--- config.mk ---
export PLATFORM = sky130hd
export DESIGN_NAME = csio_ctrl
export DESIGN_NICKNAME = d
export VERILOG_FILES = /design/src/csio_pkg.sv /design/src/csio_ctrl.sv
export SDC_FILE = /design/constraint.sdc
export NUM_CORES = 1
export LEC_CHECK = 0
export BUFFER_PORTS_ARGS = -buffer_cell sky130_fd_sc_hd__buf_2
export CAP_MARGIN = 5
export CORE_UTILIZATION = 40
export CTS_BUF_LIST = sky130_fd_sc_hd__clkbuf_8
export DETAILED_ROUTE_END_ITERATION = 16
export GPL_ROUTABILITY_DRIVEN = 0
export HOLD_SLACK_MARGIN = 0.06
export PLACE_DENSITY = 0.63
export SETUP_SLACK_MARGIN = 0.5
export SYNTH_ARGS = -nofsm -noshare
export SYNTH_HDL_FRONTEND = slang
export SYNTH_SLANG_ARGS = --single-unit
export TNS_END_PERCENT = 5
--- constraint.sdc ---
create_clock -name clock -period 4.3 [get_ports clock]
set_input_delay 0.43 -clock clock [delete_from_list [all_inputs] [get_ports clock]]
set_output_delay 0.43 -clock clock [all_outputs]
set_load 0.1 [all_outputs]
--- src/csio_pkg.sv ---
/*
  Package for the processor special I/O control block: instruction field
  positions, opcodes, control codes, APB register map and reset values.
  Assumes 16-bit instruction and data words, bit 0 numbered as the MSB.
*/
`default_nettype none
package csio_pkg;

  // ==========================================================
  // Instruction fields (bit 0 is the MSB, bit 15 the LSB)
  localparam logic [2:0]  IO_CLASS      = 3'b011;
  localparam logic [5:0]  CPU_CODE      = 6'o77;
  localparam int          CLASS_MSB     = 15;
  localparam int          AC_LSB        = 11;
  localparam int          OP_LSB        = 8;
  localparam int          CTL_LSB       = 6;
  localparam int          DEV_LSB       = 0;

  // ==========================================================
  // Transfer opcodes, bits 5-7
  localparam logic [2:0]  OP_NONE       = 3'b000;
  localparam logic [2:0]  OP_DIN_A      = 3'b001;
  localparam logic [2:0]  OP_DOUT_A     = 3'b010;
  localparam logic [2:0]  OP_DIN_B      = 3'b011;
  localparam logic [2:0]  OP_DOUT_B     = 3'b100;
  localparam logic [2:0]  OP_DIN_C      = 3'b101;
  localparam logic [2:0]  OP_DOUT_C     = 3'b110;
  localparam logic [2:0]  OP_SKIP       = 3'b111;

  // ==========================================================
  // Control codes, bits 8-9
  localparam logic [1:0]  CTL_NONE      = 2'b00;
  localparam logic [1:0]  CTL_START     = 2'b01;
  localparam logic [1:0]  CTL_CLEAR     = 2'b10;
  localparam logic [1:0]  CTL_PULSE     = 2'b11;

  // ==========================================================
  // APB register map (byte addresses)
  localparam logic [7:0]  REG_INSTR     = 8'h00;
  localparam logic [7:0]  REG_ACC       = 8'h04;
  localparam logic [7:0]  REG_RESULT    = 8'h08;
  localparam logic [7:0]  REG_STATUS    = 8'h0C;
  localparam logic [7:0]  REG_IRQ_STAT  = 8'h10;
  localparam logic [7:0]  REG_IRQ_MASK  = 8'h14;
  localparam logic [7:0]  REG_CTRL      = 8'h18;

  // Status bit positions
  localparam int          ST_ION        = 0;
  localparam int          ST_PWRFAIL    = 1;
  localparam int          ST_MODE64     = 2;
  localparam int          ST_HALT       = 3;
  localparam int          ST_SKIP       = 4;
  localparam int          ST_ARMED      = 5;

  // Interrupt event bits
  localparam int          EV_DONE       = 0;
  localparam int          EV_HALT       = 1;
  localparam int          EV_PWRFAIL    = 2;
  localparam int          EV_W          = 3;

  // Control register bits
  localparam int          CT_RESTART    = 0;
  localparam int          CT_SVC        = 1;
  localparam int          CT_PF_CLR     = 2;
  localparam int          CT_INSN_DONE  = 3;

  localparam logic [15:0] WORD_ZERO     = 16'h0000;
  localparam logic [31:0] RD_ZERO       = 32'h0000_0000;

  // ==========================================================
  // Bus towards the peripheral controllers
  typedef struct packed {
    logic [5:0]  dev_sel;
    logic        start_pulse_line;
    logic        clear_pulse_line;
    logic        general_pulse_line;
    logic        mask_out_broadcast;
    logic        io_reset_all;
    logic [15:0] data;
  } csio_bus_s;

  // Decode FSM, one-hot
  typedef enum logic [2:0] {
    ST_IDLE  = 3'b001,
    ST_XFER  = 3'b010,
    ST_PULSE = 3'b100
  } csio_state_e;

endpackage
`default_nettype wire

--- src/csio_ctrl.sv ---
/*
  Processor special I/O control: decodes I/O-class instructions written
  over APB and carries out device-code-77 functions; other codes are
  forwarded on the device bus. Assumes one 200 MHz clock, the core writing
  the instruction register, and peripherals answering the interrupt
  acknowledge through intack_code within the same cycle.
*/
`timescale 1ns/1ps
`default_nettype none
// ============================================================
// Overview of operation
// - Device code 77 in an I/O instruction means a processor control op.
// - Data in A reads the switches; data out A does nothing.
// - Start pulse sets interrupt-on; requests wait one more instruction.
// - Clear pulse resets interrupt-on; requests ignored until set again.
// - General pulse picks 32K or 64K addressing from accumulator LSB.
// - Buffer B transfers broadcast to all devices for interrupt control.
// - Ack read returns code of highest-priority requesting device.
// - Mask-out drives accumulator to all devices; ones disable interrupts.
// - I/O reset: clear devices and interrupt-on, force 32K, keep acc.
// - Data in C without clear resets devices but keeps interrupt-on.
// - Data out C halts until the operator restarts.
// - Start with switch read: finish the read, then set interrupt-on.
// - Busy is interrupt-on; done is power-fail latch, interrupting if on.
// - Skip codes 00/01 test interrupt-on set/clear, 10/11 power-fail.
// - I/O class is 011 in the three top instruction bits.
// - Six-bit device field is driven onto the device select lines.
// - Data transfer completes before the control pulse is issued.
// - Interrupt service start clears interrupt-on automatically.
module csio_ctrl
  import csio_pkg::*;
(
  input  wire logic        clock,
  input  wire logic        rst_n,
  input  wire logic        psel,
  input  wire logic        penable,
  input  wire logic        pwrite,
  input  wire logic [7:0]  paddr,
  input  wire logic [31:0] pwdata,
  output logic      [31:0] prdata,
  output logic             pready,
  output logic             pslverr,
  input  wire logic [15:0] switches,
  input  wire logic        pwr_fail_pin,
  input  wire logic [5:0]  intack_code,
  input  wire logic        dev_int_req,
  output csio_bus_s        io_bus,
  output logic             irq_to_core,
  output logic             halted,
  output logic             mode_64k,
  output logic             irq
);

  // ==========================================================
  // Register state
  logic [15:0]      instr_r;
  logic [15:0]      acc_r;
  logic [15:0]      result_r;
  logic             ion_r;
  logic             armed_r;
  logic             pf_r;
  logic             skip_r;
  logic [EV_W-1:0]  ev_stat_r;
  logic [EV_W-1:0]  ev_mask_r;
  logic [2:0]       pf_sync_r;
  csio_state_e      state_r;
  logic             busy_done_ack;

  // ==========================================================
  // APB access decode; slave answers in the access phase, no waits
  logic wr_en;
  logic rd_en;
  assign wr_en = psel & penable & pwrite;
  assign rd_en = psel & penable & ~pwrite;

  logic wr_instr;
  logic wr_ctrl;
  assign wr_instr = wr_en && (paddr == REG_INSTR) && state_r == ST_IDLE
                    && !halted;
  assign wr_ctrl  = wr_en && (paddr == REG_CTRL);

  // Instruction fields
  logic       is_io;
  logic       is_cpu;
  logic [1:0] ac_sel;
  logic [2:0] opc;
  logic [1:0] ctl;
  assign is_io  = (pwdata[CLASS_MSB -: 3] == IO_CLASS);
  assign ac_sel = instr_r[AC_LSB +: 2];
  assign opc    = instr_r[OP_LSB +: 3];
  assign ctl    = instr_r[CTL_LSB +: 2];
  assign is_cpu = (instr_r[DEV_LSB +: 6] == CPU_CODE);

  // ==========================================================
  // Decode sequence: transfer phase, then pulse phase
  always_ff @(posedge clock or negedge rst_n)
  begin
    if (!rst_n)
      state_r <= ST_IDLE;
    else
      case (state_r)
        ST_IDLE:  state_r <= wr_instr && is_io ? ST_XFER : ST_IDLE;
        ST_XFER:  state_r <= ST_PULSE;
        ST_PULSE: state_r <= ST_IDLE;
        default:  state_r <= ST_IDLE;
      endcase
  end

  // Latch the instruction and the accumulator operand
  always_ff @(posedge clock or negedge rst_n)
  begin
    if (!rst_n)
    begin
      instr_r <= WORD_ZERO;
      acc_r   <= WORD_ZERO;
    end
    else
    begin
      if (wr_instr)
        instr_r <= pwdata[15:0];
      if (wr_en && paddr == REG_ACC)
        acc_r <= pwdata[15:0];
    end
  end

  // Data-in results land in the accumulator result register
  always_ff @(posedge clock or negedge rst_n)
  begin
    if (!rst_n)
      result_r <= WORD_ZERO;
    else if (state_r == ST_XFER && is_cpu)
      case (opc)
        OP_DIN_A: result_r <= switches;
        OP_DIN_B: result_r <= {10'h000, intack_code};
        default:  result_r <= acc_r;      // Accumulator unchanged
      endcase
    else if (state_r == ST_XFER && opc != OP_SKIP)
      result_r <= acc_r;
  end

  // Skip outcome for the core
  always_ff @(posedge clock or negedge rst_n)
  begin
    if (!rst_n)
      skip_r <= 1'b0;
    else if (state_r == ST_XFER && is_cpu && opc == OP_SKIP)
      case (ctl)
        2'b00:   skip_r <= ion_r;
        2'b01:   skip_r <= ~ion_r;
        2'b10:   skip_r <= pf_r;
        default: skip_r <= ~pf_r;
      endcase
    else if (state_r == ST_XFER)
      skip_r <= 1'b0;
  end

  // ==========================================================
  // Bus to peripherals: data phase first, pulse one cycle later
  always_ff @(posedge clock or negedge rst_n)
  begin
    if (!rst_n)
      io_bus <= '0;
    else
    begin
      io_bus.start_pulse_line   <= 1'b0;
      io_bus.clear_pulse_line   <= 1'b0;
      io_bus.general_pulse_line <= 1'b0;
      io_bus.mask_out_broadcast <= 1'b0;
      io_bus.io_reset_all       <= 1'b0;
      if (state_r == ST_XFER)
      begin
        io_bus.dev_sel <= instr_r[DEV_LSB +: 6];
        io_bus.data    <= acc_r;
        if (is_cpu && opc == OP_DOUT_B)
          io_bus.mask_out_broadcast <= 1'b1;
        if (is_cpu && opc == OP_DIN_C)
          io_bus.io_reset_all <= 1'b1;
      end
      else if (state_r == ST_PULSE && !is_cpu && opc != OP_SKIP)
      begin
        io_bus.start_pulse_line   <= (ctl == CTL_START);
        io_bus.clear_pulse_line   <= (ctl == CTL_CLEAR);
        io_bus.general_pulse_line <= (ctl == CTL_PULSE);
      end
    end
  end

  // ==========================================================
  // Interrupt-on flag and one-instruction arming delay
  logic svc_start;
  logic insn_done;
  assign svc_start = wr_ctrl && pwdata[CT_SVC];
  assign insn_done = wr_ctrl && pwdata[CT_INSN_DONE];

  always_ff @(posedge clock or negedge rst_n)
  begin
    if (!rst_n)
    begin
      ion_r   <= 1'b0;
      armed_r <= 1'b0;
    end
    else if (state_r == ST_PULSE && is_cpu && opc != OP_SKIP
             && ctl == CTL_CLEAR)
    begin
      ion_r   <= 1'b0;
      armed_r <= 1'b0;
    end
    else if (state_r == ST_PULSE && is_cpu && opc != OP_SKIP
             && ctl == CTL_START)
    begin
      ion_r   <= 1'b1;                     // After the read
      armed_r <= 1'b0;
    end
    else if (svc_start)
    begin
      ion_r   <= 1'b0;
      armed_r <= 1'b0;
    end
    else if (insn_done && ion_r)
      armed_r <= 1'b1;                 // One instruction has passed
  end

  // Addressing mode, LSB of accumulator zero
  always_ff @(posedge clock or negedge rst_n)
  begin
    if (!rst_n)
      mode_64k <= 1'b0;
    else if (state_r == ST_PULSE && is_cpu && opc == OP_DIN_C
             && ctl == CTL_CLEAR)
      mode_64k <= 1'b0;
    else if (state_r == ST_PULSE && is_cpu && opc != OP_SKIP
             && ctl == CTL_PULSE)
      mode_64k <= acc_r[0];
  end

  // Halt until the operator restart bit is written
  always_ff @(posedge clock or negedge rst_n)
  begin
    if (!rst_n)
      halted <= 1'b0;
    else if (state_r == ST_XFER && is_cpu && opc == OP_DOUT_C)
      halted <= 1'b1;
    else if (wr_ctrl && pwdata[CT_RESTART])
      halted <= 1'b0;
  end

  // ==========================================================
  // Power-fail pin: three stages, a fault counts when stages 2 and 3 are both high
  always_ff @(posedge clock or negedge rst_n)
  begin
    if (!rst_n)
      pf_sync_r <= 3'b000;
    else
      pf_sync_r <= {pf_sync_r[1:0], pwr_fail_pin};
  end

  logic pf_event;
  assign pf_event = pf_sync_r[2] & pf_sync_r[1] & ~pf_r;

  // Latch holds until software clears it; a new fault wins over the clear
  always_ff @(posedge clock or negedge rst_n)
  begin
    if (!rst_n)
      pf_r <= 1'b0;
    else if (pf_sync_r[2] & pf_sync_r[1])
      pf_r <= 1'b1;
    else if (wr_ctrl && pwdata[CT_PF_CLR])
      pf_r <= 1'b0;
  end

  // Interrupt into the core: devices or power fail, only when armed
  always_ff @(posedge clock or negedge rst_n)
  begin
    if (!rst_n)
      irq_to_core <= 1'b0;
    else
      irq_to_core <= ion_r & armed_r & (dev_int_req | pf_r);
  end

  // ==========================================================
  // Sticky event status, write one to clear, set wins
  logic [EV_W-1:0] ev_set;
  assign busy_done_ack = (state_r == ST_PULSE);
  assign ev_set = {pf_event,
                   state_r == ST_XFER && is_cpu && opc == OP_DOUT_C,
                   busy_done_ack};

  always_ff @(posedge clock or negedge rst_n)
  begin
    if (!rst_n)
      ev_stat_r <= '0;
    else if (wr_en && paddr == REG_IRQ_STAT)
      ev_stat_r <= (ev_stat_r & ~pwdata[EV_W-1:0]) | ev_set;
    else
      ev_stat_r <= ev_stat_r | ev_set;
  end

  always_ff @(posedge clock or negedge rst_n)
  begin
    if (!rst_n)
      ev_mask_r <= '0;
    else if (wr_en && paddr == REG_IRQ_MASK)
      ev_mask_r <= pwdata[EV_W-1:0];
  end

  always_ff @(posedge clock or negedge rst_n)
  begin
    if (!rst_n)
      irq <= 1'b0;
    else
      irq <= |(ev_stat_r & ev_mask_r);
  end

  // ==========================================================
  // APB read data, registered in the setup cycle
  logic [31:0] rd_mux;
  always_comb
  begin
    rd_mux = RD_ZERO;
    case (paddr)
      REG_INSTR:    rd_mux = {16'h0000, instr_r};
      REG_ACC:      rd_mux = {16'h0000, acc_r};
      REG_RESULT:   rd_mux = {16'h0000, result_r};
      REG_STATUS:   rd_mux = {26'h000_0000, armed_r, skip_r, halted,
                              mode_64k, pf_r, ion_r};
      REG_IRQ_STAT: rd_mux = {29'h0000_0000, ev_stat_r};
      REG_IRQ_MASK: rd_mux = {29'h0000_0000, ev_mask_r};
      REG_CTRL:     rd_mux = RD_ZERO;
      default:      rd_mux = RD_ZERO;
    endcase
  end

  logic addr_ok;
  assign addr_ok = (paddr <= REG_CTRL) && (paddr[1:0] == 2'b00);

  always_ff @(posedge clock or negedge rst_n)
  begin
    if (!rst_n)
    begin
      prdata  <= RD_ZERO;
      pready  <= 1'b0;
      pslverr <= 1'b0;
    end
    else
    begin
      pready  <= psel & ~penable;        // Ready in the first access cycle
      pslverr <= psel & ~penable & ~addr_ok;
      if (psel & ~penable & ~pwrite)
        prdata <= rd_mux;
    end
  end

endmodule
`default_nettype wire

==> impl_metrics.env <==
export IMPL_slew_viol_final=0
export IMPL_start_util_pct=41.23
export IMPL_r2r_cells=5
export IMPL_drt_total_wl_um=13250
export IMPL_grt_pass1_wl_um=21080
export IMPL_switching_share_pct=24.21
export IMPL_pre_cts_slack_ns=1.380
export IMPL_path_clk_slew_ns=0.07
export IMPL_startpoint="state_r[2]"
export IMPL_boundaryPins=134
export IMPL_fin_skew_ns=0.01211
export IMPL_cts_setup_buffers=0
export IMPL_postCtsHoldBufs=0
export IMPL_grt_pass1_vias=3986
export IMPL_p_comb_share_pct=7.2
export IMPL_syn_area_um2=5224
export IMPL_setup_worst_path_end_class="register"
export IMPL_nFillCells=1214
export IMPL_drtIter0Drc=365
export IMPL_outcome="complete, no violations"
export IMPL_final_nets=652
export IMPL_critical_path_endpoint="result_r[0]"
export IMPL_slew_headroom_pct=35.69
export IMPL_p_int_mw=1.780
export IMPL_synth_cell_types=56
export IMPL_synth_warnings=0
export IMPL_syn_to_final_growth_pct=19.38
export IMPL_cap_violations=0
export IMPL_critPathMaxFanout=46
export IMPL_hold_viol=0
export IMPL_ys_top_cells_by_area="dfrtp_1 54%, mux2_2 7.8%, nand2_1 6.6%"
export IMPL_avgSynthCellArea_um2=10.75
export IMPL_rr_startpoint="state_r[2]"
export IMPL_dieArea_um2=13520
export IMPL_synthArstFlopShare_pct=100.0
export IMPL_finalWorstSetupSlack_ns=1.623
export IMPL_final_area_um2=6236
export IMPL_ctsRootBufferMaster="clkbuf_8"
export IMPL_portBuffers=101
export IMPL_vias_per_cell=5.251
export IMPL_hp_class="input port to register"
export IMPL_max_freq_mhz=373.5
export IMPL_cp_start_kind="register"
export IMPL_grt_util_all_layers_pct=21.13
export IMPL_drc=0
export IMPL_path_class="register to register"
export IMPL_ant_nets=0
export IMPL_antenna_found_initial=0
export IMPL_ys_seq_area_share_pct=54.16
export IMPL_p_leak_nw=3.130
export IMPL_ys_flop_type="dfrtp_1"
export IMPL_fin_crit_ns=2.677
export IMPL_rrSetupSlack_ns=1.62
export IMPL_drive_above_1_share_pct=31.38
export IMPL_ys_seq_elements=113
export IMPL_tns_ns=0
export IMPL_rsz0062_at_grt="false"
export IMPL_power_density_nw_per_um2=376.5
export IMPL_synth_edf_count=0
export IMPL_htreeDepth=4
export IMPL_seqPwrFrac_pct=46.0
export IMPL_die_height_um=116.3
export IMPL_placed_area_um2=5791
export IMPL_p_total_mw=2.348
export IMPL_p_clk_share_pct=46.8
export IMPL_arrival_ns=2.98
export IMPL_yosysTopAreaCell="dfrtp_1"
export IMPL_via_count=4033
export IMPL_dp_final_hpwl_um=9506
export IMPL_worst_pin_slew_ns=0.9646
export IMPL_num_rows=41
export IMPL_numCtsBuffers=17
export IMPL_dr_pass1_iters=5
export IMPL_coreArea_um2=12670
export IMPL_worstPathRequired_ns=4.60
export IMPL_period_share_pct=62.26
export IMPL_die_x_um=116.3
export IMPL_clock_sinks=113
export IMPL_cts_resized=0
export IMPL_wl_per_cell_um=17.26
export IMPL_p_sw_mw=0.5684
export IMPL_multi_input_area_um2=2178
export IMPL_finalSetupViolCount=0
export IMPL_cts_buffer_depth=2
export IMPL_reg2reg_to="result_r[0]"
export IMPL_peakVddDrop_v=0.0001492
export IMPL_synth_top_area_share_pct=53.65
export IMPL_gr_total_overflow=0
export IMPL_diodes=0
export IMPL_cts_tree="done"
export IMPL_grt_max_degree=80
export IMPL_clock_latency_ns=0.44
export IMPL_syn_inst=486
export IMPL_regArea_um2=2829
export IMPL_hold_ws_ns=0.1004
==> worst max-delay path, stage by stage (launching register included) <==
cell	delay (ns)
dfrtp_1	0.40
or3b_1	0.36
buf_4	0.29
or4_1	0.86
a211oi_1	0.51
o31ai_1	0.10
==> power groups by stage <==
stage	registers, mW	logic (mW)	clock network (mW)
3_3_place_gp	1.10	0.168	0
3_5_place_dp	1.10	0.171	0
6_report	1.08	0.169	1.10
5_1_grt	1.08	0.182	1.17
2_1_floorplan	1.11	0.111	0
4_1_cts	1.08	0.171	1.12
==> cell families after synthesis <==
kind of cell,Yosys count,synth area share [%]
other,1,0.07179
XOR/XNOR,1,0.1677
AND/OR/NAND/NOR,178,16.36
buffers and inverters,50,5.221
AO/OA/AOI/OAI,88,11.19
multiplexers,55,12.84
flip-flops,113,54.16
==> synthesized netlist by cell type (3+ instances only) <==
cell and instances:
dfrtp_1 112, nand2_1 92, mux2_2 36, o21ai_0 26, nor2_1 22, buf_4 18
clkbuf_1 18, o31ai_1 15, a21oi_1 14, mux2i_1 13, nand3_1 13, nor2b_1 11
a2bb2oi_1 8, nor3_1 8, a211oi_1 7, mux4_2 6, buf_2 5, inv_1 5
nand2b_1 5, and3_1 3, nand4_1 3, nor3b_1 3, nor4_1 3
==> through the flow <==
step                      instances  utilization [%]
after detailed placement        735            45.70
after global placement          735            45.70
after CTS                       767            49.18
after floorplan                 501                -
after global routing            768            49.21
final                           768            49.21
==> metal layers <==
metal | vias up | track usage, % | wire length [um]
met3 | 18 | 4.722 | 974
met2 | 137 | 31.68 | 6048
met1 | 1981 | 29.63 | 5989
li1 | 1897 | - | -
met4 | 0 | 8.803 | 240
met5 | - | 0 | 0
==> cell type report <==
class	instances	area share (%)
Timing Repair Buffer	107	8.828
Inverter	6	0.3612
Sequential cell	113	45.37
Multi-Input combinational cell	338	34.93
Clock inverter	12	2.648
Tap cell	172	3.451
Clock buffer	20	4.414
==> placed cells by master, fill, tap and decap left out, types with 14 or more instances in the layout <==
cell type / instances
dfrtp_1: 112
a21oi_1: 14
nor2_1: 22
o31ai_1: 15
conb_1: 16
mux2_2: 36
o21ai_0: 26
buf_2: 100
clkbuf_8: 20
nand2_1: 92
==> sequential cells by signal (all words and copies together), names as in the netlist <==
signal / cells
pslverr: 1
skip_r: 1
instr_r: 16
pf_r: 1
state_r: 3
ev_stat_r: 3
pf_sync_r: 3
irq: 1
halted: 1
ion_r: 1
io_bus: 27
mode_64k: 1
pready: 1
prdata: 16
ev_mask_r: 3
result_r: 16
armed_r: 1
acc_r: 16
irq_to_core: 1
==> worst min-delay path by stage <==
stage | endpoint | cells past startpoint | start
3_5_place_dp | pf_sync_r[1] | 0 | pf_sync_r[0]
4_1_cts | pf_sync_r[0] | 1 | pwr_fail_pin
2_1_floorplan | acc_r[0] | 0 | rst_n
6_report | pf_sync_r[0] | 1 | pwr_fail_pin
3_3_place_gp | pf_sync_r[1] | 0 | pf_sync_r[0]
5_1_grt | pf_sync_r[0] | 1 | pwr_fail_pin
Note: power is estimated with default switching activity, not from simulation.
